**config.mk**
```make
export PLATFORM = sky130hd
export DESIGN_NAME = sysclk_mode_controller
export DESIGN_NICKNAME = d
export VERILOG_FILES = /design/src/rtl/sysclk_mode_controller.v
export VERILOG_INCLUDE_DIRS = /design/src /design/src/common
export SDC_FILE = /design/constraint.sdc
export NUM_CORES = 1
export LEC_CHECK = 0
export BUFFER_PORTS_ARGS = -buffer_cell sky130_fd_sc_hd__buf_2
export CAP_MARGIN = 20
export CORE_AREA = 2 2 77 79
export CTS_CLUSTER_DIAMETER = 60
export DETAILED_ROUTE_END_ITERATION = 12
export DIE_AREA = 0 0 79 81
export MAX_ROUTING_LAYER = met4
export PLACE_DENSITY = 0.87
export SLEW_MARGIN = 5
export SYNTH_ARGS = -nofsm -noshare
export SYNTH_HDL_FRONTEND = slang
export SYNTH_SLANG_ARGS = --single-unit
export TNS_END_PERCENT = 50
```
**constraint.sdc**
```tcl
create_clock -name clk -period 3.77 [get_ports clk]
set_input_delay 0.377 -clock clk [delete_from_list [all_inputs] [get_ports clk]]
set_output_delay 0.377 -clock clk [all_outputs]
set_load 0.005 [all_outputs]
```
**src/common/sysclk_regs.vh**
```
// Register map, field positions, reset values and timing counts for the
// system clock and operating mode controller.
// Assumes an 8-bit register port and a 100 MHz fabric clock.
`ifndef SYSCLK_REGS_VH
`define SYSCLK_REGS_VH

// Register offsets
`define ADDR_SYS_CLK_CTRL     4'h0
`define ADDR_FAST_OSC_CTRL    4'h1
`define ADDR_POWER_STATUS     4'h2
`define ADDR_WATCHDOG_CTRL    4'h3
`define ADDR_WATCHDOG_CLEAR   4'h4

// system_clock_control fields
`define SCC_SEL_HI            7
`define SCC_SEL_LO            5
`define SCC_HF_IDLE_BIT       1
`define SCC_LF_IDLE_BIT       0
`define SCC_RESET             8'h00
`define SEL_SLOW              3'h7

// fast_oscillator_control fields
`define FOC_STABLE_BIT        1
`define FOC_ENABLE_BIT        0
`define FOC_RESET             8'h01

// power_status fields (read only)
`define PST_TIMEOUT_BIT       1
`define PST_POWER_DOWN_BIT    0

// watchdog_control fields
`define WDC_ENABLE_BIT        0
`define WDC_RESET             8'h01

// Clock switching: current periods counted before the target edge
`define SWITCH_CUR_PERIODS    3'h4
// Fast oscillator frequency, Hz
`define HF_OSC_FREQ_HZ        8000000
// Fabric clock frequency, Hz
`define FABRIC_FREQ_HZ        100000000
// Watchdog overflow count in slow oscillator ticks
`define WATCHDOG_TOP          16'h0100

// Operating modes
`define MODE_RUN              3'h0
`define MODE_SLEEP            3'h1
`define MODE_LOW_STANDBY      3'h2
`define MODE_BOTH_STANDBY     3'h3
`define MODE_HIGH_STANDBY     3'h4

`endif

```
**src/rtl/sysclk_mode_controller.v**
```verilog
// System clock selection, oscillator control and operating mode control.
// Oscillator ticks arrive as one-cycle strobes on clk; oscillator ready
// levels are asynchronous and are synchronised here.
//
// Contract
// RQ1 - Select codes 000 to 110 divide fast clock by 1 to 64; 111 slow.
// RQ2 - Clock control bits 4 to 2 always read as zero.
// RQ3 - Bit 1 keeps fast oscillator running after the stop instruction.
// RQ4 - Bit 0 keeps slow oscillator running after the stop instruction.
// RQ5 - Switch completes after four current periods plus a target edge.
// RQ6 - Enabling the fast oscillator clears stable flag, then sets when stable.
// RQ7 - Fast oscillator enable bit runs the oscillator; resets to one.
// RQ8 - Code 111 moves to slow clock once slow oscillator is stable.
// RQ9 - Codes 000 to 110 return to fast clock once it is stable.
// RQ10 - Stop with both idle bits low enters sleep; CPU holds.
// RQ11 - Sleep turns off all clocks except what the watchdog needs.
// RQ12 - Stop with bits 0 and 1 enters low clock standby.
// RQ13 - Stop with both bits high enters both clock standby.
// RQ14 - Stop with bits 1 and 0 enters high clock standby.
// RQ15 - Halted modes keep memory, registers and port states unchanged.
// RQ16 - Entering a halted mode sets power down, clears timeout flag.
// RQ17 - Entering a halted mode clears watchdog counter; runs if enabled.
// RQ18 - The fast oscillator nominally runs at 8 MHz.
// RQ19 - In sleep the slow oscillator runs only when the watchdog is enabled.
// RQ20 - Halted mode chosen from idle bits in the stop instruction cycle.
// RQ21 - Otherwise CPU runs from selected clock; halts only via stop.
//
// Strobed register access and the address map were chosen for this implementation.
`timescale 1ns/1ns
`default_nettype none
`include "sysclk_regs.vh"

module sysclk_mode_controller #(
    parameter [15:0] WATCHDOG_TOP = `WATCHDOG_TOP
) (
    input  wire       clk,
    input  wire       rst,
    input  wire       ce,
    input  wire [3:0] addr,
    input  wire [7:0] wdata,
    input  wire       wr,
    input  wire       rd,
    output reg  [7:0] rdata,
    input  wire       hfTick,
    input  wire       lfTick,
    input  wire       hfOscReady,
    input  wire       lfOscReady,
    input  wire       stopExec,
    input  wire       wakeReq,
    output reg        hfOscRun,
    output reg        lfOscRun,
    output reg        sysTick,
    output reg        cpuRun,
    output reg        holdState,
    output reg        switchBusy,
    output reg  [2:0] activeSel,
    output reg  [2:0] mode,
    output reg        watchdogReset
);

    // Switch sequencer states
    localparam [1:0] SW_IDLE  = 2'b00;
    localparam [1:0] SW_COUNT = 2'b01;
    localparam [1:0] SW_WAIT  = 2'b10;

    // RQ18 nominal fast period
    localparam integer HF_PERIOD_CYC = `FABRIC_FREQ_HZ / `HF_OSC_FREQ_HZ;
    localparam [7:0] SCC_INIT = `SCC_RESET;
    localparam [7:0] FOC_INIT = `FOC_RESET;
    localparam [7:0] WDC_INIT = `WDC_RESET;

    reg  [2:0]  clkSel;
    reg         hfIdleEn;
    reg         lfIdleEn;
    reg         hfOscEnable;
    reg         hfStableFlag;
    reg         powerDownFlag;
    reg         timeoutFlag;
    reg         watchdogEn;
    reg  [15:0] watchdogCount;
    reg         hfReadyMeta;
    reg         hfReadySync;
    reg         lfReadyMeta;
    reg         lfReadySync;
    reg  [5:0]  divCount;
    reg  [1:0]  swState;
    reg  [2:0]  swCount;
    reg  [7:0]  readValue;
    reg  [2:0]  next_mode;
    reg         next_hfOscRun;
    reg         next_lfOscRun;

    wire        running;
    wire        curTick;
    wire        tarTick;
    wire        tarReady;
    wire        watchdogRun;
    wire        watchdogOvf;
    wire        sccWrite;
    wire        focWrite;
    wire [5:0]  curMask;
    wire [5:0]  tarMask;
    wire        curDivTick;
    wire        tarDivTick;

    assign running = (mode == `MODE_RUN);
    assign sccWrite = wr && (addr == `ADDR_SYS_CLK_CTRL);
    assign focWrite = wr && (addr == `ADDR_FAST_OSC_CTRL);

    // RQ1 divide ratios
    // A divided tick fires when every low counter bit of the ratio is set
    assign curMask = (6'h01 << activeSel) - 6'h01;
    assign tarMask = (6'h01 << clkSel) - 6'h01;
    assign curDivTick = hfTick && (&(divCount | ~curMask));
    assign tarDivTick = hfTick && (&(divCount | ~tarMask));

    assign curTick = (activeSel == `SEL_SLOW) ? lfTick : curDivTick;
    assign tarTick = (clkSel == `SEL_SLOW) ? lfTick : tarDivTick;

    // RQ8 slow target ready
    // RQ9 fast target ready
    assign tarReady = (clkSel == `SEL_SLOW) ? lfReadySync
                                            : (hfReadySync && hfOscRun);

    // RQ17 count when enabled
    assign watchdogRun = watchdogEn && lfOscRun && lfReadySync;
    assign watchdogOvf = watchdogRun && lfTick
                         && (watchdogCount == WATCHDOG_TOP - 16'h0001);

    // Ready levels come from the analogue oscillators
    always @(posedge clk or posedge rst) begin
        if (rst) begin
            hfReadyMeta <= 1'b0;
            hfReadySync <= 1'b0;
            lfReadyMeta <= 1'b0;
            lfReadySync <= 1'b0;
        end else if (ce) begin
            hfReadyMeta <= hfOscReady;
            hfReadySync <= hfReadyMeta;
            lfReadyMeta <= lfOscReady;
            lfReadySync <= lfReadyMeta;
        end
    end

    // Fast clock prescaler
    always @(posedge clk or posedge rst) begin
        if (rst) begin
            divCount <= 6'h00;
        end else if (ce && hfTick) begin
            divCount <= divCount + 6'h01;
        end
    end

    // Control registers
    always @(posedge clk or posedge rst) begin
        if (rst) begin
            clkSel      <= SCC_INIT[`SCC_SEL_HI:`SCC_SEL_LO];
            hfIdleEn    <= 1'b0;
            lfIdleEn    <= 1'b0;
            hfOscEnable <= FOC_INIT[`FOC_ENABLE_BIT];
            watchdogEn  <= WDC_INIT[`WDC_ENABLE_BIT];
        end else if (ce) begin
            if (sccWrite) begin
                clkSel   <= wdata[`SCC_SEL_HI:`SCC_SEL_LO];
                hfIdleEn <= wdata[`SCC_HF_IDLE_BIT];
                lfIdleEn <= wdata[`SCC_LF_IDLE_BIT];
            end
            // RQ7 fast oscillator enable
            if (focWrite) begin
                hfOscEnable <= wdata[`FOC_ENABLE_BIT];
            end
            if (wr && (addr == `ADDR_WATCHDOG_CTRL)) begin
                watchdogEn <= wdata[`WDC_ENABLE_BIT];
            end
        end
    end

    // Stable flag follows the synchronised ready level
    always @(posedge clk or posedge rst) begin
        if (rst) begin
            hfStableFlag <= 1'b0;
        end else if (ce) begin
            // RQ6 clear on enable
            if (focWrite && wdata[`FOC_ENABLE_BIT] && !hfOscEnable) begin
                hfStableFlag <= 1'b0;
            end else begin
                hfStableFlag <= hfReadySync && hfOscRun;
            end
        end
    end

    // Clock switch sequencer
    always @(posedge clk or posedge rst) begin
        if (rst) begin
            swState    <= SW_IDLE;
            swCount    <= 3'h0;
            activeSel  <= SCC_INIT[`SCC_SEL_HI:`SCC_SEL_LO];
            switchBusy <= 1'b0;
        end else if (ce) begin
            case (swState)
                SW_IDLE: begin
                    if (clkSel != activeSel) begin
                        swState    <= SW_COUNT;
                        swCount    <= 3'h0;
                        switchBusy <= 1'b1;
                    end
                end
                // RQ5 four current periods
                SW_COUNT: begin
                    if (clkSel == activeSel) begin
                        swState    <= SW_IDLE;
                        switchBusy <= 1'b0;
                    end else if (running && curTick) begin
                        if (swCount == `SWITCH_CUR_PERIODS - 3'h1) begin
                            swState <= SW_WAIT;
                        end
                        swCount <= swCount + 3'h1;
                    end
                end
                // RQ5 target edge
                SW_WAIT: begin
                    if (clkSel == activeSel) begin
                        swState    <= SW_IDLE;
                        switchBusy <= 1'b0;
                    end else if (tarTick && tarReady) begin
                        // RQ8 commit to slow
                        // RQ9 commit to fast
                        activeSel  <= clkSel;
                        swState    <= SW_IDLE;
                        switchBusy <= 1'b0;
                    end
                end
                default: begin
                    swState    <= SW_IDLE;
                    switchBusy <= 1'b0;
                end
            endcase
        end
    end

    // Mode selection
    always @* begin
        next_mode = mode;
        if (running) begin
            // RQ20 sample idle bits
            // RQ21 halts only on stop
            if (stopExec) begin
                case ({hfIdleEn, lfIdleEn})
                    // RQ10 sleep
                    2'b00: next_mode = `MODE_SLEEP;
                    // RQ12 low clock standby
                    2'b01: next_mode = `MODE_LOW_STANDBY;
                    // RQ14 high clock standby
                    2'b10: next_mode = `MODE_HIGH_STANDBY;
                    // RQ13 both clock standby
                    2'b11: next_mode = `MODE_BOTH_STANDBY;
                    default: next_mode = `MODE_SLEEP;
                endcase
            end
        end else if (wakeReq || watchdogOvf) begin
            next_mode = `MODE_RUN;
        end
    end

    // Oscillator run requests
    always @* begin
        next_hfOscRun = 1'b0;
        next_lfOscRun = 1'b1;
        case (next_mode)
            `MODE_RUN: begin
                next_hfOscRun = hfOscEnable
                                || (activeSel != `SEL_SLOW)
                                || (clkSel != `SEL_SLOW);
                next_lfOscRun = 1'b1;
            end
            // RQ11 sleep clocks off
            // RQ19 watchdog keeps slow
            `MODE_SLEEP: begin
                next_hfOscRun = 1'b0;
                next_lfOscRun = watchdogEn;
            end
            // RQ3 fast idle control
            // RQ4 slow idle control
            `MODE_LOW_STANDBY: begin
                next_hfOscRun = 1'b0;
                next_lfOscRun = 1'b1;
            end
            `MODE_BOTH_STANDBY: begin
                next_hfOscRun = 1'b1;
                next_lfOscRun = 1'b1;
            end
            `MODE_HIGH_STANDBY: begin
                next_hfOscRun = 1'b1;
                next_lfOscRun = watchdogEn;
            end
            default: begin
                next_hfOscRun = 1'b1;
                next_lfOscRun = 1'b1;
            end
        endcase
    end

    // Mode, CPU and clock outputs
    always @(posedge clk or posedge rst) begin
        if (rst) begin
            mode      <= `MODE_RUN;
            cpuRun    <= 1'b1;
            holdState <= 1'b0;
            hfOscRun  <= 1'b1;
            lfOscRun  <= 1'b1;
            sysTick   <= 1'b0;
        end else if (ce) begin
            mode     <= next_mode;
            cpuRun   <= (next_mode == `MODE_RUN);
            // RQ15 retain state
            holdState <= (next_mode != `MODE_RUN);
            hfOscRun <= next_hfOscRun;
            lfOscRun <= next_lfOscRun;
            // RQ10 system clock stops
            sysTick  <= running && (next_mode == `MODE_RUN) && curTick;
        end
    end

    // Power status flags
    always @(posedge clk or posedge rst) begin
        if (rst) begin
            powerDownFlag <= 1'b0;
            timeoutFlag   <= 1'b0;
        end else if (ce) begin
            if (running && stopExec) begin
                // RQ16 entry flags
                powerDownFlag <= 1'b1;
                timeoutFlag   <= 1'b0;
            end else begin
                if (wr && (addr == `ADDR_WATCHDOG_CLEAR)) begin
                    powerDownFlag <= 1'b0;
                    timeoutFlag   <= 1'b0;
                end
                if (watchdogOvf) begin
                    timeoutFlag <= 1'b1;
                end
            end
        end
    end

    // Watchdog counter
    always @(posedge clk or posedge rst) begin
        if (rst) begin
            watchdogCount <= 16'h0000;
            watchdogReset <= 1'b0;
        end else if (ce) begin
            watchdogReset <= watchdogOvf && running;
            // RQ17 clear on entry
            if ((running && stopExec) || watchdogOvf
                || (wr && (addr == `ADDR_WATCHDOG_CLEAR))) begin
                watchdogCount <= 16'h0000;
            end else if (watchdogRun && lfTick) begin
                watchdogCount <= watchdogCount + 16'h0001;
            end
        end
    end

    // Register read mux
    always @* begin
        readValue = 8'h00;
        case (addr)
            // RQ2 unused bits zero
            `ADDR_SYS_CLK_CTRL: begin
                readValue[`SCC_SEL_HI:`SCC_SEL_LO] = clkSel;
                readValue[`SCC_HF_IDLE_BIT]        = hfIdleEn;
                readValue[`SCC_LF_IDLE_BIT]        = lfIdleEn;
            end
            `ADDR_FAST_OSC_CTRL: begin
                readValue[`FOC_STABLE_BIT] = hfStableFlag;
                readValue[`FOC_ENABLE_BIT] = hfOscEnable;
            end
            `ADDR_POWER_STATUS: begin
                readValue[`PST_TIMEOUT_BIT]    = timeoutFlag;
                readValue[`PST_POWER_DOWN_BIT] = powerDownFlag;
            end
            `ADDR_WATCHDOG_CTRL: begin
                readValue[`WDC_ENABLE_BIT] = watchdogEn;
            end
            default: begin
                readValue = 8'h00;
            end
        endcase
    end

    always @(posedge clk or posedge rst) begin
        if (rst) begin
            rdata <= 8'h00;
        end else if (ce) begin
            rdata <= rd ? readValue : 8'h00;
        end
    end

endmodule

`default_nettype wire

```
# Word-level counts from Yosys, hierarchy flattened

Index checks and enable logic that the tools add are counted.

Word-level logic and storage cells: 151
Output and inout bits: 21
Register bits: 62

$add $sub $neg: 5
Equality and inequality tests: 27
Multiplexer cells: 36
Reduce and logical (&&, ||, !) cells: 50
Bitwise gates (word level): 5
Shift operators: 2

Operators by type and width:

| operator                                          | count |
|---|---|
| 2-to-1 mux 16 bit                                 | 2 |
| 2-to-1 mux 3 bit                                  | 7 |
| logical AND 1 bit                                 | 20 |
| adder 16 x 1 -> 16 bit (second input constant)    | 1 |
| == test 16 x 8 -> 1 bit (second input constant)   | 1 |
| != test 3 bit (second input constant)             | 5 |
| 2-to-1 mux 1 bit                                  | 13 |
| 2-to-1 mux 2 bit                                  | 6 |
| NOT 6 bit                                         | 2 |
| bitwise OR 6 bit                                  | 2 |
| one-hot mux 3 bit (4 select lines)                | 1 |
| AND reduction 2 bit                               | 6 |
| AND reduction 6 bit                               | 2 |
| left shift 1 x 3 -> 6 bit (first input constant)  | 2 |
| subtractor 6 x 1 -> 6 bit (second input constant) | 2 |
| AND reduction 5 bit                               | 2 |
| == test 3 bit (second input constant)             | 3 |
| == test 4 x 2 -> 1 bit (second input constant)    | 2 |
| 2-to-1 mux 8 bit                                  | 1 |
| != test 2 bit (second input constant)             | 4 |
| AND reduction 4 bit                               | 2 |
| adder 6 x 1 -> 6 bit (second input constant)      | 1 |
| == test 2 bit (second input constant)             | 3 |
| == test 3 x 2 -> 1 bit (second input constant)    | 2 |
| other kinds (21)                                  | 33 |

# Depth between registers and ports, before layout

Depth after elaboration: 11
Gate-level depth with buffers: 10
Gate-level depth less buffers: 9

# Least setup slack after synthesis

No wires, ideal clock.

Path type: register -> register
Start: register activeSel[1]
End: register swState[1]
Stages on the path, launching flop included: 9
Data arrival time: 2.079 ns
Setup slack: 1.568 ns
Buffers on the path: 1
Library setup time: 0.124 ns
Path through: dfrtp_1 -> buf_6 -> or3_4 -> ha_1 -> or4_1 -> a31o_2 -> nand3_1 -> nor3_1 -> o21bai_1

Longest elaborated chain between the ends: 10
Elaborated cells between the ends (all ways): 19
Those cells by class: add/sub: 1; eq/ne: 7; shift: 1; mux: 4; bitwise: 2; reduce/logical: 4

RTL lines:

| item                                 | line                         | text |
|---|---|---|
| start: declaration                   | sysclk_mode_controller.v:56  | `output reg [2:0] activeSel,` |
| start signal: assignment             | sysclk_mode_controller.v:197 | `` activeSel <= SCC_INIT[`SCC_SEL_HI:`SCC_SEL_LO]; `` |
| start signal: assignment             | sysclk_mode_controller.v:228 | `activeSel <= clkSel;` |
| left shift 1 x 3 -> 6 bit            | sysclk_mode_controller.v:112 | `assign curMask = (6'h01 << activeSel) - 6'h01;` |
| subtractor 6 x 1 -> 6 bit            | sysclk_mode_controller.v:112 |  |
| NOT 6 bit                            | sysclk_mode_controller.v:114 | `assign curDivTick = hfTick && (&(divCount \| ~curMask));` |
| bitwise OR 6 bit                     | sysclk_mode_controller.v:114 |  |
| AND reduction 6 bit                  | sysclk_mode_controller.v:114 |  |
| logical AND 1 bit                    | sysclk_mode_controller.v:114 |  |
| 2-to-1 mux 1 bit                     | sysclk_mode_controller.v:117 | `` assign curTick = (activeSel == `SEL_SLOW) ? lfTick : curDivTick; `` |
| logical AND 1 bit                    | sysclk_mode_controller.v:213 | `end else if (running && curTick) begin` |
| != test 3 bit (no source line)       | n/a                          |  |
| AND reduction 5 bit (no source line) | n/a                          |  |
| end signal: assignment               | sysclk_mode_controller.v:211 | `swState <= SW_IDLE;` |
| end signal: assignment               | sysclk_mode_controller.v:215 | `swState <= SW_WAIT;` |
| end signal: assignment               | sysclk_mode_controller.v:223 | `swState <= SW_IDLE;` |
| end: declaration                     | sysclk_mode_controller.v:86  | `reg [1:0] swState;` |

Several ways; a longest one is shown, not always the timed one.
A chain may end at the register's enable or synchronous reset.

# Final worst setup path

Start: register mode[0]
End: register watchdogCount[3]

Longest elaborated chain between the ends: 6
Elaborated cells between the ends (all ways): 7
Those cells by class: mux: 1; reduce/logical: 6

RTL lines:

| item                                 | line                         | text |
|---|---|---|
| start: declaration                   | sysclk_mode_controller.v:57  | `output reg [2:0] mode,` |
| start signal: assignment             | sysclk_mode_controller.v:306 | `` mode <= `MODE_RUN; `` |
| start signal: assignment             | sysclk_mode_controller.v:313 | `mode <= next_mode;` |
| logical NOT 3 bit (no source line) * | n/a                          |  |
| logical AND 1 bit *                  | sysclk_mode_controller.v:354 | `if ((running && stopExec) \|\| watchdogOvf` |
| logical OR 1 bit * (2 in series)     | sysclk_mode_controller.v:354 |  |
| nonzero test 2 bit (no source line)  | n/a                          |  |
| AND reduction 2 bit (no source line) | n/a                          |  |
| end signal: assignment               | sysclk_mode_controller.v:358 | `watchdogCount <= watchdogCount + 16'h0001;` |
| end: declaration                     | sysclk_mode_controller.v:80  | `reg [15:0] watchdogCount;` |

Mark *: on every way between the ends. The rest lies on a longest branch, timed or not.

==> flow_summary.toml <==
[timing]
worstMarginPinSlew_ns = 0.896
period_share = 0.664
tns_ns = 0
slew_violations = 0
relSlewSlack = 0.403
setup_viol = 0
hold_violations = 0
rsz0062_at_grt = "false"
finalClockSkew_ns = 0.0103
fmax_ghz = 0.399
min_period_ns = 2.50

[worst_setup_path]
r2r_start = "mode[0]$_DFFE_PP0P_"
cp_max_fo = 12
end_kind = "flop"
crit_arrival_ns = 2.70
worst_r2r_endpoint = "watchdogCount[3]$_DFFE_PP0P_"
crit_type = "reg2reg"
cp.required_ns = 3.97
rr_worst_depth = 6
r2r_setup_slack_ns = 1.27
cp-start-kind = "flop"

[drt]
post_drt_wl_per_cell_um = 16.3
wl_um = 7310
drtAntennaViolNets = 0
via_per_inst = 6.04
drt_drc_violations_left = 0
drt_iter0_drc = 223
dr.pass1.iters = 4
vias = 2704

[die]
die_area_um2 = 6400
start_util = 0.585
die-height_um = 81
design.core.area_um2 = 5680
ios = 44
die_w_um = 79
row_count = 28

[yosys]
synth.area.top_cells = "dfrtp_1 (41%), mux2_2 (5.1%), dfstp_2 (4.0%)"
synth_seq_area_share = 0.447
synth_warnings = 0
syn_inst = 332
yosys.area.top_type = "dfrtp_1"
yosysTopAreaCellShare = 0.407
yosys.cell_count.top_type = "dfrtp_1"
synth.distinct_cells = 63
ys_seq_elements = 59
synth_edf_count = 0
synth_area_um2 = 3320
postSynthAreaPerCell_um2 = 10.0
synthFlopType = "dfrtp_1"
synth_commonest_cells = "dfrtp_1 (54), nor2_1 (28), nand3_1 (24)"
async_flop_share = 1.00

[hold_path]
min_path_type = "in2async"

[cts]
ctsHoldBuffers = 0
htree_levels = 3
clockRootBuffer = "clkbuf_8"
cts_resized = 0
cts.path.max_buffers = 2
cts_tree = "done"
numClockSinks = 59
numCtsBuffers = 9
post-cts-setup-buffer-count = 0
clk_latency_ns = 0.34
clkTransAtPathRegs_ns = 0.07

[pwr]
peakVddDrop_mv = 0.315
p_int_mw = 1.26
switching_share = 0.317
seq_power_share = 0.474
p_sw_uw = 587
pwr_density_cell_nw_per_um2 = 495
power_leakage_nw = 1.71
pwr-share-clk = 0.318
total_power_mw = 1.85
comb_power_share = 0.208

[finish]
area_growth_pct = 12.6
utilization = 0.658
fin_area_um2 = 3740
drive_above_1_share = 0.252
antenna_cells = 0
fin_nets = 400

[global_routing]
antenna_found_initial = 0
grt_max_degree = 36
grt_overflow = 0
gr-usage-all-layers = 0.253
grt_pass1_wl_um = 12100
grt_pass1_vias = 2636

[placement]
dp.final_hpwl_um = 5200
placedInstanceArea_um2 = 3530
gp_congestion = 0.865
port_buffers = 37

[outcome]
status = "finished clean"

[job]
max_cap_viol_count = 0
-- power by group through the flow --
| stage | Clock (mW) | Combinational, mW | Sequential [mW] |
|---|---|---|---|
| floorplan | 0 | 0.310 | 0.836 |
| global placement | 0 | 0.361 | 0.879 |
| detailed placement | 0 | 0.382 | 0.885 |
| CTS | 0.595 | 0.387 | 0.874 |
| global route | 0.622 | 0.436 | 0.895 |
| finish | 0.588 | 0.385 | 0.876 |
-- flip-flops by register name, indices dropped and copies added, names as in the netlist, 2 cells and up --
register	cells
watchdogCount	16
divCount	6
rdata	5
activeSel	3
clkSel	3
mode	3
swCount	3
swState	2
-- worst max-delay path by stage --
stage / startpoint / endpoint / cells past startpoint
floorplan: activeSel[1]$_DFFE_PP0P_ / swState[1]$_DFFE_PP0P_ / 8
global placement: activeSel[0]$_DFFE_PP0P_ / swCount[1]$_DFFE_PP0P_ / 7
detailed placement: mode[0]$_DFFE_PP0P_ / watchdogCount[3]$_DFFE_PP0P_ / 6
CTS: mode[0]$_DFFE_PP0P_ / watchdogCount[3]$_DFFE_PP0P_ / 6
global route: mode[0]$_DFFE_PP0P_ / watchdogCount[3]$_DFFE_PP0P_ / 6
finish: mode[0]$_DFFE_PP0P_ / watchdogCount[3]$_DFFE_PP0P_ / 6
-- area by class of cell --
class	instances	area (um^2)
clock buffer	12	155
clock inverter	4	48.8
fill	459	1940
inverter	20	75.1
multi-input combinational	239	1680
sequential	59	1480
tap	75	93.8
timing repair buffer	39	200
-- cell usage in the layout, fill, tap and decap left out, types with 2 or more instances in the layout --
cell	instances
dfrtp_1	54
buf_2	37
nor2_1	28
nand3_1	24
nand2_1	21
inv_1	18
mux2_2	15
xor2_1	15
o21ai_0	13
clkbuf_8	11
nand4_1	9
a21oi_1	9
ha_1	9
xnor2_1	8
and3_1	7
a31oi_1	7
o211ai_1	5
o22ai_1	5
nor2b_1	5
dfstp_2	5
and4_1	3
a22o_1	3
mux2i_1	3
o31ai_1	3
o21ai_1	3
conb_1	3
nand3b_1	2
nor4_1	2
nor3_2	2
or3_1	2
o21a_1	2
inv_2	2
nand3_2	2
o2bb2ai_1	2
nor3_1	2
clkinv_2	2
buf_4	2
-- kinds of logic after synthesis --
family	synth area share
compound gates	0.142
xor+xnor	0.0607
simple gates	0.199
fa+ha+maj	0.0339
flops	0.447
buf+inv	0.0494
mux	0.0667
other cells	0.00113
-- critical path: stages, from the launching register on --
cell	delay, ns
dfrtp_1	0.48
nor4b_4	0.52
a41oi_2	0.15
a21oi_1	0.75
nand4_1	0.21
xor2_1	0.19
nor2_1	0.06
-- through the flow --
| step | hold WS (ns) | cells | setup slack (ns) |
|---|---|---|---|
| final | 0.171 | 448 | 1.27 |
| after global routing | 0.235 | 448 | 1.05 |
| after CTS | 0.188 | 448 | 1.28 |
| after detailed placement | 0.452 | 432 | 1.33 |
| after global placement | 0.448 | 432 | 1.43 |
| after floorplan | 0.447 | 334 | 1.57 |
-- routing by layer --
layer  part of all wire  vias to the layer above  track usage
met2               0.50                       91        0.405
met4              0.023                        0        0.121
met5                  0                        -            -
li1                   -                     1267            -
met3              0.050                       20       0.0644
met1               0.43                     1326        0.302
No activity file was read; power rests on OpenSTA's default activity.
